## config.mk

```make
export PLATFORM = sky130hd
export DESIGN_NAME = sps_suspend_pins
export DESIGN_NICKNAME = d
export VERILOG_FILES = /design/src/sps_pkg.sv /design/src/sps_suspend_pins.sv
export SDC_FILE = /design/constraint.sdc
export NUM_CORES = 1
export LEC_CHECK = 0
export ABC_AREA = 1
export BUFFER_PORTS_ARGS = -buffer_cell sky130_fd_sc_hd__clkbuf_2
export CAP_MARGIN = 20
export CORE_MARGIN = 1
export CORE_UTILIZATION = 54
export CTS_BUF_LIST = sky130_fd_sc_hd__clkbuf_8
export CTS_CLUSTER_SIZE = 10
export DETAILED_ROUTE_END_ITERATION = 7
export HOLD_SLACK_MARGIN = 0.05
export PLACE_DENSITY = 0.9
export SYNTH_ARGS = -nofsm -noshare
export SYNTH_HDL_FRONTEND = slang
export SYNTH_SLANG_ARGS = --single-unit
```

## constraint.sdc

```tcl
create_clock -name aclk -period 2.4 [get_ports aclk]
set_input_delay 0 -clock aclk [delete_from_list [all_inputs] [get_ports aclk]]
set_output_delay 0 -clock aclk [all_outputs]
set_load 0.005 [all_outputs]
```

## src/sps_pkg.sv

```systemverilog
// constants of the suspend pin override and usb indicator block
// assumes a 32-bit axi4-lite slave with word-indexed register offsets
package sps_pkg;
  // register indices; byte address is four times the index
  localparam logic [11:0] IDX_LEVEL = 12'h06a;
  localparam logic [11:0] IDX_MODE = 12'h06b;
  localparam logic [11:0] IDX_REV = 12'h260;
  localparam logic [11:0] IDX_STS = 12'h262;
  localparam int ADDR_W = 14;
  localparam logic [13:0] ADDR_LEVEL = {IDX_LEVEL, 2'b00};
  localparam logic [13:0] ADDR_MODE = {IDX_MODE, 2'b00};
  localparam logic [13:0] ADDR_REV = {IDX_REV, 2'b00};
  localparam logic [13:0] ADDR_STS = {IDX_STS, 2'b00};
  // covered pins: modem 13:10, transmit 7:6, direction/flow/clock 3:0
  localparam logic [15:0] PIN_MASK = 16'h3ccf;
  localparam int EN_BIT = 15;
  localparam logic [15:0] MODE_MASK = PIN_MASK | (16'h0001 << EN_BIT);
  localparam logic [15:0] LEVEL_RST = 16'h0000;
  localparam logic [15:0] MODE_RST = 16'h0000;
  // usb indicator control fields
  localparam int STATE_BIT = 13;
  localparam int SEL_LSB = 10;
  localparam int DRV_LSB = 8;
  localparam logic [2:0] SEL_RST = 3'h0;
  localparam logic [1:0] DRV_OD = 2'h1;
  localparam logic [1:0] DRV_PP = 2'h2;
  localparam logic [1:0] DRV_RST = DRV_PP;
  // indicator selector codes
  localparam logic [2:0] SEL_SR_HI = 3'h0;
  localparam logic [2:0] SEL_S_HI = 3'h1;
  localparam logic [2:0] SEL_C_HI = 3'h2;
  localparam logic [2:0] SEL_R_HI = 3'h3;
  localparam logic [2:0] SEL_SR_HI2 = 3'h4;
  localparam logic [2:0] SEL_S_LO = 3'h5;
  localparam logic [2:0] SEL_C_LO = 3'h6;
  localparam logic [2:0] SEL_R_LO = 3'h7;
  // axi responses
  localparam logic [1:0] RESP_OKAY = 2'h0;
  localparam logic [1:0] RESP_SLVERR = 2'h2;
endpackage : sps_pkg

```

## src/sps_suspend_pins.sv

```systemverilog
// suspend-time pin override and usb indicator pin b, with axi4-lite regs
// assumes usb state inputs and normal pin drive come from aclk logic;
// only the indicator pin's readback comes from outside and is synchronised
`timescale 1ns/1ps
module sps_suspend_pins #(
  parameter logic [15:0] REVISION = 16'h0000 // arbitrary value
) (
  input wire logic aclk,
  input wire logic aresetn,
  input wire logic [sps_pkg::ADDR_W-1:0] s_axi_awaddr,
  input wire logic [2:0] s_axi_awprot,
  input wire logic s_axi_awvalid,
  output logic s_axi_awready,
  input wire logic [31:0] s_axi_wdata,
  input wire logic [3:0] s_axi_wstrb,
  input wire logic s_axi_wvalid,
  output logic s_axi_wready,
  output logic [1:0] s_axi_bresp,
  output logic s_axi_bvalid,
  input wire logic s_axi_bready,
  input wire logic [sps_pkg::ADDR_W-1:0] s_axi_araddr,
  input wire logic [2:0] s_axi_arprot,
  input wire logic s_axi_arvalid,
  output logic s_axi_arready,
  output logic [31:0] s_axi_rdata,
  output logic [1:0] s_axi_rresp,
  output logic s_axi_rvalid,
  input wire logic s_axi_rready,
  input wire logic usb_suspend,
  input wire logic usb_bus_reset,
  input wire logic usb_configured,
  input wire logic high_power,
  input wire logic [15:0] normal_out,
  input wire logic [15:0] normal_oe,
  output logic [15:0] pin_out,
  output logic [15:0] pin_oe,
  input wire logic usb_indicator_pin_b_in,
  output logic usb_indicator_pin_b_out,
  output logic usb_indicator_pin_b_oe
);

  logic [15:0] level_r, level_nxt;
  logic [15:0] mode_r, mode_nxt;
  logic [2:0] indicator_b_select_r, sel_nxt;
  logic [1:0] indicator_b_drive_r, drv_nxt;
  logic aw_hold_r, aw_hold_nxt;
  logic w_hold_r, w_hold_nxt;
  logic [sps_pkg::ADDR_W-1:0] awaddr_r, awaddr_nxt;
  logic [15:0] wdata_r, wdata_nxt;
  logic [1:0] wstrb_r, wstrb_nxt;
  logic bvalid_r, bvalid_nxt;
  logic [1:0] bresp_r, bresp_nxt;
  logic rvalid_r, rvalid_nxt;
  logic [31:0] rdata_r, rdata_nxt;
  logic [1:0] rresp_r, rresp_nxt;
  logic [15:0] pin_out_r, pin_out_nxt;
  logic [15:0] pin_oe_r, pin_oe_nxt;
  logic ind_out_r, ind_out_nxt;
  logic ind_oe_r, ind_oe_nxt;
  logic sy1_r, sy2_r;
  logic susp_act;
  logic ind_active;
  logic ind_level;
  logic do_wr;
  logic [15:0] bmask;
  logic [15:0] sts_word;

  // ready outputs are combinational, valid and data outputs from flops
  assign s_axi_awready = !aw_hold_r && !bvalid_r;
  assign s_axi_wready = !w_hold_r && !bvalid_r;
  assign s_axi_bvalid = bvalid_r;
  assign s_axi_bresp = bresp_r;
  assign s_axi_arready = !rvalid_r;
  assign s_axi_rvalid = rvalid_r;
  assign s_axi_rdata = rdata_r;
  assign s_axi_rresp = rresp_r;
  assign pin_out = pin_out_r;
  assign pin_oe = pin_oe_r;
  assign usb_indicator_pin_b_out = ind_out_r;
  assign usb_indicator_pin_b_oe = ind_oe_r;

  // pin readback crosses from the board, so two flops before any use
  always_ff @(posedge aclk)
  begin
    if (!aresetn)
    begin
      sy1_r <= 1'b0;
      sy2_r <= 1'b0;
    end
    else
    begin
      sy1_r <= usb_indicator_pin_b_in;
      sy2_r <= sy1_r;
    end
  end

  assign susp_act = usb_suspend && mode_r[sps_pkg::EN_BIT];
  assign do_wr = aw_hold_r && w_hold_r && !bvalid_r;
  assign bmask = {{8{wstrb_r[1]}}, {8{wstrb_r[0]}}};
  assign sts_word = {2'b00, sy2_r, indicator_b_select_r,
                     indicator_b_drive_r, 8'h00};

  // write channel capture and register update; prot is not checked
  always_comb
  begin
    aw_hold_nxt = aw_hold_r;
    w_hold_nxt = w_hold_r;
    awaddr_nxt = awaddr_r;
    wdata_nxt = wdata_r;
    wstrb_nxt = wstrb_r;
    bvalid_nxt = bvalid_r;
    bresp_nxt = bresp_r;
    level_nxt = level_r;
    mode_nxt = mode_r;
    sel_nxt = indicator_b_select_r;
    drv_nxt = indicator_b_drive_r;
    if (s_axi_awvalid && s_axi_awready)
    begin
      aw_hold_nxt = 1'b1;
      awaddr_nxt = s_axi_awaddr;
    end
    if (s_axi_wvalid && s_axi_wready)
    begin
      w_hold_nxt = 1'b1;
      wdata_nxt = s_axi_wdata[15:0];
      wstrb_nxt = s_axi_wstrb[1:0];
    end
    if (bvalid_r && s_axi_bready)
      bvalid_nxt = 1'b0;
    if (do_wr)
    begin
      aw_hold_nxt = 1'b0;
      w_hold_nxt = 1'b0;
      bvalid_nxt = 1'b1;
      bresp_nxt = sps_pkg::RESP_OKAY;
      // reserved bits are never stored, so they read as zero
      unique case (awaddr_r)
        sps_pkg::ADDR_LEVEL:
          level_nxt = ((level_r & ~bmask) | (wdata_r & bmask))
                      & sps_pkg::PIN_MASK;
        sps_pkg::ADDR_MODE:
          mode_nxt = ((mode_r & ~bmask) | (wdata_r & bmask))
                     & sps_pkg::MODE_MASK;
        sps_pkg::ADDR_REV:
          bresp_nxt = sps_pkg::RESP_OKAY; // read-only, write ignored
        sps_pkg::ADDR_STS:
        begin
          if (wstrb_r[1])
          begin
            sel_nxt = wdata_r[sps_pkg::SEL_LSB +: 3];
            // invalid drive codes are dropped so the pin is never undefined
            if (wdata_r[sps_pkg::DRV_LSB +: 2] == sps_pkg::DRV_OD ||
                wdata_r[sps_pkg::DRV_LSB +: 2] == sps_pkg::DRV_PP)
              drv_nxt = wdata_r[sps_pkg::DRV_LSB +: 2];
          end
        end
        default:
          bresp_nxt = sps_pkg::RESP_SLVERR;
      endcase
    end
  end

  // read channel: one read in flight, data the cycle after the address
  always_comb
  begin
    rvalid_nxt = rvalid_r;
    rdata_nxt = rdata_r;
    rresp_nxt = rresp_r;
    if (rvalid_r && s_axi_rready)
      rvalid_nxt = 1'b0;
    if (s_axi_arvalid && s_axi_arready)
    begin
      rvalid_nxt = 1'b1;
      rresp_nxt = sps_pkg::RESP_OKAY;
      unique case (s_axi_araddr)
        sps_pkg::ADDR_LEVEL: rdata_nxt = {16'h0000, level_r};
        sps_pkg::ADDR_MODE: rdata_nxt = {16'h0000, mode_r};
        sps_pkg::ADDR_REV: rdata_nxt = {16'h0000, REVISION};
        sps_pkg::ADDR_STS: rdata_nxt = {16'h0000, sts_word};
        default:
        begin
          rdata_nxt = 32'h0000_0000;
          rresp_nxt = sps_pkg::RESP_SLVERR;
        end
      endcase
    end
  end

  // per-pin override mux; uncovered bits always pass the normal drive
  for (genvar i = 0; i < 16; i++)
  begin : g_pin
    always_comb
    begin
      if (sps_pkg::PIN_MASK[i] && susp_act)
      begin
        // open drain pulls low or floats, active drive follows level
        pin_out_nxt[i] = level_r[i] && !mode_r[i];
        pin_oe_nxt[i] = !mode_r[i] || !level_r[i];
      end
      else
      begin
        pin_out_nxt[i] = normal_out[i];
        pin_oe_nxt[i] = normal_oe[i];
      end
    end
  end

  // indicator trigger; codes 000 and 100 are both active high
  always_comb
  begin
    unique case (indicator_b_select_r)
      sps_pkg::SEL_SR_HI, sps_pkg::SEL_SR_HI2:
        ind_active = usb_suspend || usb_bus_reset;
      sps_pkg::SEL_S_HI, sps_pkg::SEL_S_LO:
        ind_active = usb_suspend;
      sps_pkg::SEL_C_HI, sps_pkg::SEL_C_LO:
        ind_active = usb_suspend ||
                     (high_power && !usb_configured);
      sps_pkg::SEL_R_HI, sps_pkg::SEL_R_LO:
        ind_active = usb_bus_reset;
    endcase
    ind_level = ind_active;
    if (indicator_b_select_r == sps_pkg::SEL_S_LO ||
        indicator_b_select_r == sps_pkg::SEL_C_LO ||
        indicator_b_select_r == sps_pkg::SEL_R_LO)
      ind_level = !ind_active;
    if (indicator_b_drive_r == sps_pkg::DRV_OD)
    begin
      ind_out_nxt = 1'b0;
      ind_oe_nxt = !ind_level;
    end
    else
    begin
      ind_out_nxt = ind_level;
      ind_oe_nxt = 1'b1;
    end
  end

  // all state registered; pin drive flops give one clean edge on resume
  always_ff @(posedge aclk)
  begin
    if (!aresetn)
    begin
      level_r <= sps_pkg::LEVEL_RST;
      mode_r <= sps_pkg::MODE_RST;
      indicator_b_select_r <= sps_pkg::SEL_RST;
      indicator_b_drive_r <= sps_pkg::DRV_RST;
      aw_hold_r <= 1'b0;
      w_hold_r <= 1'b0;
      awaddr_r <= '0;
      wdata_r <= 16'h0000;
      wstrb_r <= 2'h0;
      bvalid_r <= 1'b0;
      bresp_r <= sps_pkg::RESP_OKAY;
      rvalid_r <= 1'b0;
      rdata_r <= 32'h0000_0000;
      rresp_r <= sps_pkg::RESP_OKAY;
      pin_out_r <= 16'h0000;
      pin_oe_r <= 16'h0000;
      ind_out_r <= 1'b0;
      ind_oe_r <= 1'b0;
    end
    else
    begin
      level_r <= level_nxt;
      mode_r <= mode_nxt;
      indicator_b_select_r <= sel_nxt;
      indicator_b_drive_r <= drv_nxt;
      aw_hold_r <= aw_hold_nxt;
      w_hold_r <= w_hold_nxt;
      awaddr_r <= awaddr_nxt;
      wdata_r <= wdata_nxt;
      wstrb_r <= wstrb_nxt;
      bvalid_r <= bvalid_nxt;
      bresp_r <= bresp_nxt;
      rvalid_r <= rvalid_nxt;
      rdata_r <= rdata_nxt;
      rresp_r <= rresp_nxt;
      pin_out_r <= pin_out_nxt;
      pin_oe_r <= pin_oe_nxt;
      ind_out_r <= ind_out_nxt;
      ind_oe_r <= ind_oe_nxt;
    end
  end
endmodule : sps_suspend_pins

```

==> results.md <==
* Crit path max-delay cell type: inv_1
* Final net count at ~940
* Internal Power at around 2.6 mW
* Vias in the first global route at 4361
* Top cell type's share of synthesized area at between 40% and 50%
* Crit-path max FO at 30
* Worst clock skew at 0.0200 ns
* Mapped Cells at approximately 630
* Final period util at 80.7%
* Routed WL at between 10000 and 15000 um
* GRT overflow at 0
* Pin count of the biggest net entering global routing at 88
* Port-buffer cells at 140
* Mean post-synth cell area at around 7.4 um2
* Top cells by area, synth: dfxtp_1 (48%), nor2_1 (8.3%), nand2_1 (8.2%)
* Detailed-route wire length per cell at ~13 um
* Die W at 94.6 um
* Crit. End Element: flip-flop
* Async SR Flop Fraction at 0%
* Clock latency on the worst-skew pair at about 0.38 ns
* # DRC at 0
* Final core occ at 74.5%
* Most frequent cells after synthesis: dfxtp_1 (110), nor2_1 (102), nand2_1 (101), inv_1 (72), o21ai_0 (52)
* Iter 0 DRT Violations at between 200 and 250
* Vias per cell at around 5.0
* CP max stage delay at 0.70 ns
* Post-synth EDFFs at 0
* CTS Root Cell: clkbuf_8
* Status: complete, no violations
* Crit path cell chain: nand2_1 -> inv_1 -> o21ai_0 -> a31oi_1
* Min Tclk post-route at ~1.9 ns
* Hold_buf cts at just under 70
* Share of cells above drive strength 1 at roughly 23%
* VDD IR max at about 0.00036 V
* HP Class: input port to flip-flop
* Area of the core at 8260 um2
* Clk sinks at 110
* RSZ-0062 raised after global routing: no
* Clock transition at path regs at between 0.1 and 0.15 ns
* Synthesized area at approximately 4600 um2
* Starting Density at 56.0%
* Maxcap violations at 0
* Total CTS buffers at 9
* Total number of vias at roughly 4700
* Sequential element share of the synthesized area at approximately 48%
* Total track usage at between 20% and 30%
* Initial antenna violation count at 0
* Final Wtd Congestion at around 0.83
* Final antenna-violating net count at 0
* Psw at about 950 uW
* Cell taking the most area after synthesis: dfxtp_1
* Global-route wire length before repair at slightly below 20000 um
* CTS Buffer Depth at 2
* Most instantiated library cell after synthesis: dfxtp_1
* Library cells used by synthesis at 32
* Die Height at between 90 and 100 um
* Switching Share at roughly a quarter
* Primary FF master, synth: dfxtp_1
* Slew Viols, Final at 0
* Seq cells post-synth at 110
* Io pins at 189
* Crit Path Category: flip-flop to flip-flop
* Slew headroom at approximately 44%
* Pwr Total at 3.59 mW
* Die area at ~8900 um2
* Pwr/cell area at ~600 nW/um2
* Final setup violating endpoints at 0
* Hold Violations, Final at 0
* Filler instances at slightly above 600
* Drt pass-1 iters at 5
* Row Count at 33
* WP data arrival at 2.23 ns
* Fmax achieved at about 520 MHz
* Leakage at 3.02 nW
* TNS Setup at 0 ns
* Synth warnings at 0
* Flop-to-flop setup slack at 0.46 ns
* Area growth, synth to finish at 32.9%
* Seq pwr share at 54.8%
* Clock power share at between 30% and 40%
* Critical path endpoint: pin_oe[7]
* Post-CTS sizing at 0
* Worst EP required at 2.69 ns
* Hpwl dp at around 7700 um
* Setup bufs post-CTS at 0
* FF-to-FF path depth at 4
* Startpoint types: flip-flop
* CTS H-tree depth at 3
* TritonCTS clock tree: yes
* Logic pwr share at between 10% and 20%
* Slew @ Worst Pin at 0.836 ns
* Reg2Reg Capture Point: pin_oe[7]
worst max-delay path: cells and delay by family (launching register included):
kind / cells / cell delay (ns)
AOI/OAI and AO/OA: 2 / 0.46
buffers and inverters: 1 / 0.70
DFF: 1 / 0.39
and+or+nand+nor: 1 / 0.31
stage by stage:
stage	area (um2)	setup slack (ns)	std cells	hold WS (ns)
2_1_floorplan	4700	1.18	648	0.0976
3_3_place_gp	5260	0.756	848	0.181
3_5_place_dp	5260	0.624	848	0.187
4_1_cts	6150	0.546	932	0.0592
5_1_grt	6150	0.371	932	0.115
6_report	6150	0.463	933	0.0643
kinds of logic after synthesis:
kind of cell,Yosys count,share of synthesized area [%]
AOI/OAI and AO/OA,118,13.5
buffers and inverters,126,12.7
DFF,110,47.6
other,1,0.0811
and+or+nand+nor,273,26.1
worst min path at each step:
stage	endpoint	from	cells after the start	slack (ns)
3_3_place_gp	pin_oe[5]	normal_oe[5]	3	0.18
4_1_cts	s_axi_rdata[1]	s_axi_arvalid	5	0.06
6_report	s_axi_rdata[1]	s_axi_arvalid	5	0.06
5_1_grt	s_axi_rdata[15]	s_axi_araddr[1]	6	0.11
2_1_floorplan	pin_oe[14]	normal_oe[14]	2	0.1
3_5_place_dp	pin_out[4]	normal_out[4]	3	0.19
per-layer routing:
metal  global-route usage [%]  vias up  wire (um)  share of wire, %
met5                        0        -          0                 0
met4                     13.3        0        338               2.8
met3                     5.56       31        823               6.9
met2                     48.3      209       5780                48
met1                     33.0     2106       5070                42
li1                         -     2335          -                 -
final cells by class:
| type | instances | area, um2 | area share [%] |
|---|---|---|---|
| sequential | 110 | 2200 | 35.8 |
| inverter | 79 | 297 | 4.82 |
| multi-input combinational | 412 | 1910 | 31.1 |
| tap | 105 | 131 | 2.14 |
| timing repair buffer | 210 | 1400 | 22.7 |
| antenna | 1 | 2.50 | 0.0407 |
| clock buffer | 9 | 124 | 2.01 |
| clock inverter | 7 | 82.6 | 1.34 |
power by group through the flow:
stage | combinational [mW] | sequential (mW) | clock [mW]
6_report | 0.468 | 1.97 | 1.16
3_3_place_gp | 0.357 | 2.01 | 0
2_1_floorplan | 0.242 | 2.00 | 0
5_1_grt | 0.527 | 1.98 | 1.25
4_1_cts | 0.459 | 1.97 | 1.17
3_5_place_dp | 0.372 | 2.01 | 0
cell usage in the layout (no fill, tap or decap), types with 3 or more instances in the layout:
cell	instances
nor2_4	3
clkbuf_2	140
inv_1	72
a21oi_1	31
a21oi_2	4
o21ai_1	18
a31oi_1	10
nand2_1	101
nand3_1	42
inv_2	5
dlygate4sd3_1	68
dfxtp_1	110
clkbuf_8	9
o21ai_0	52
nor2_2	7
conb_1	21
nand2_2	4
nor2_1	102
nand4_1	5
Note: power is estimated with default switching activity, not from simulation.
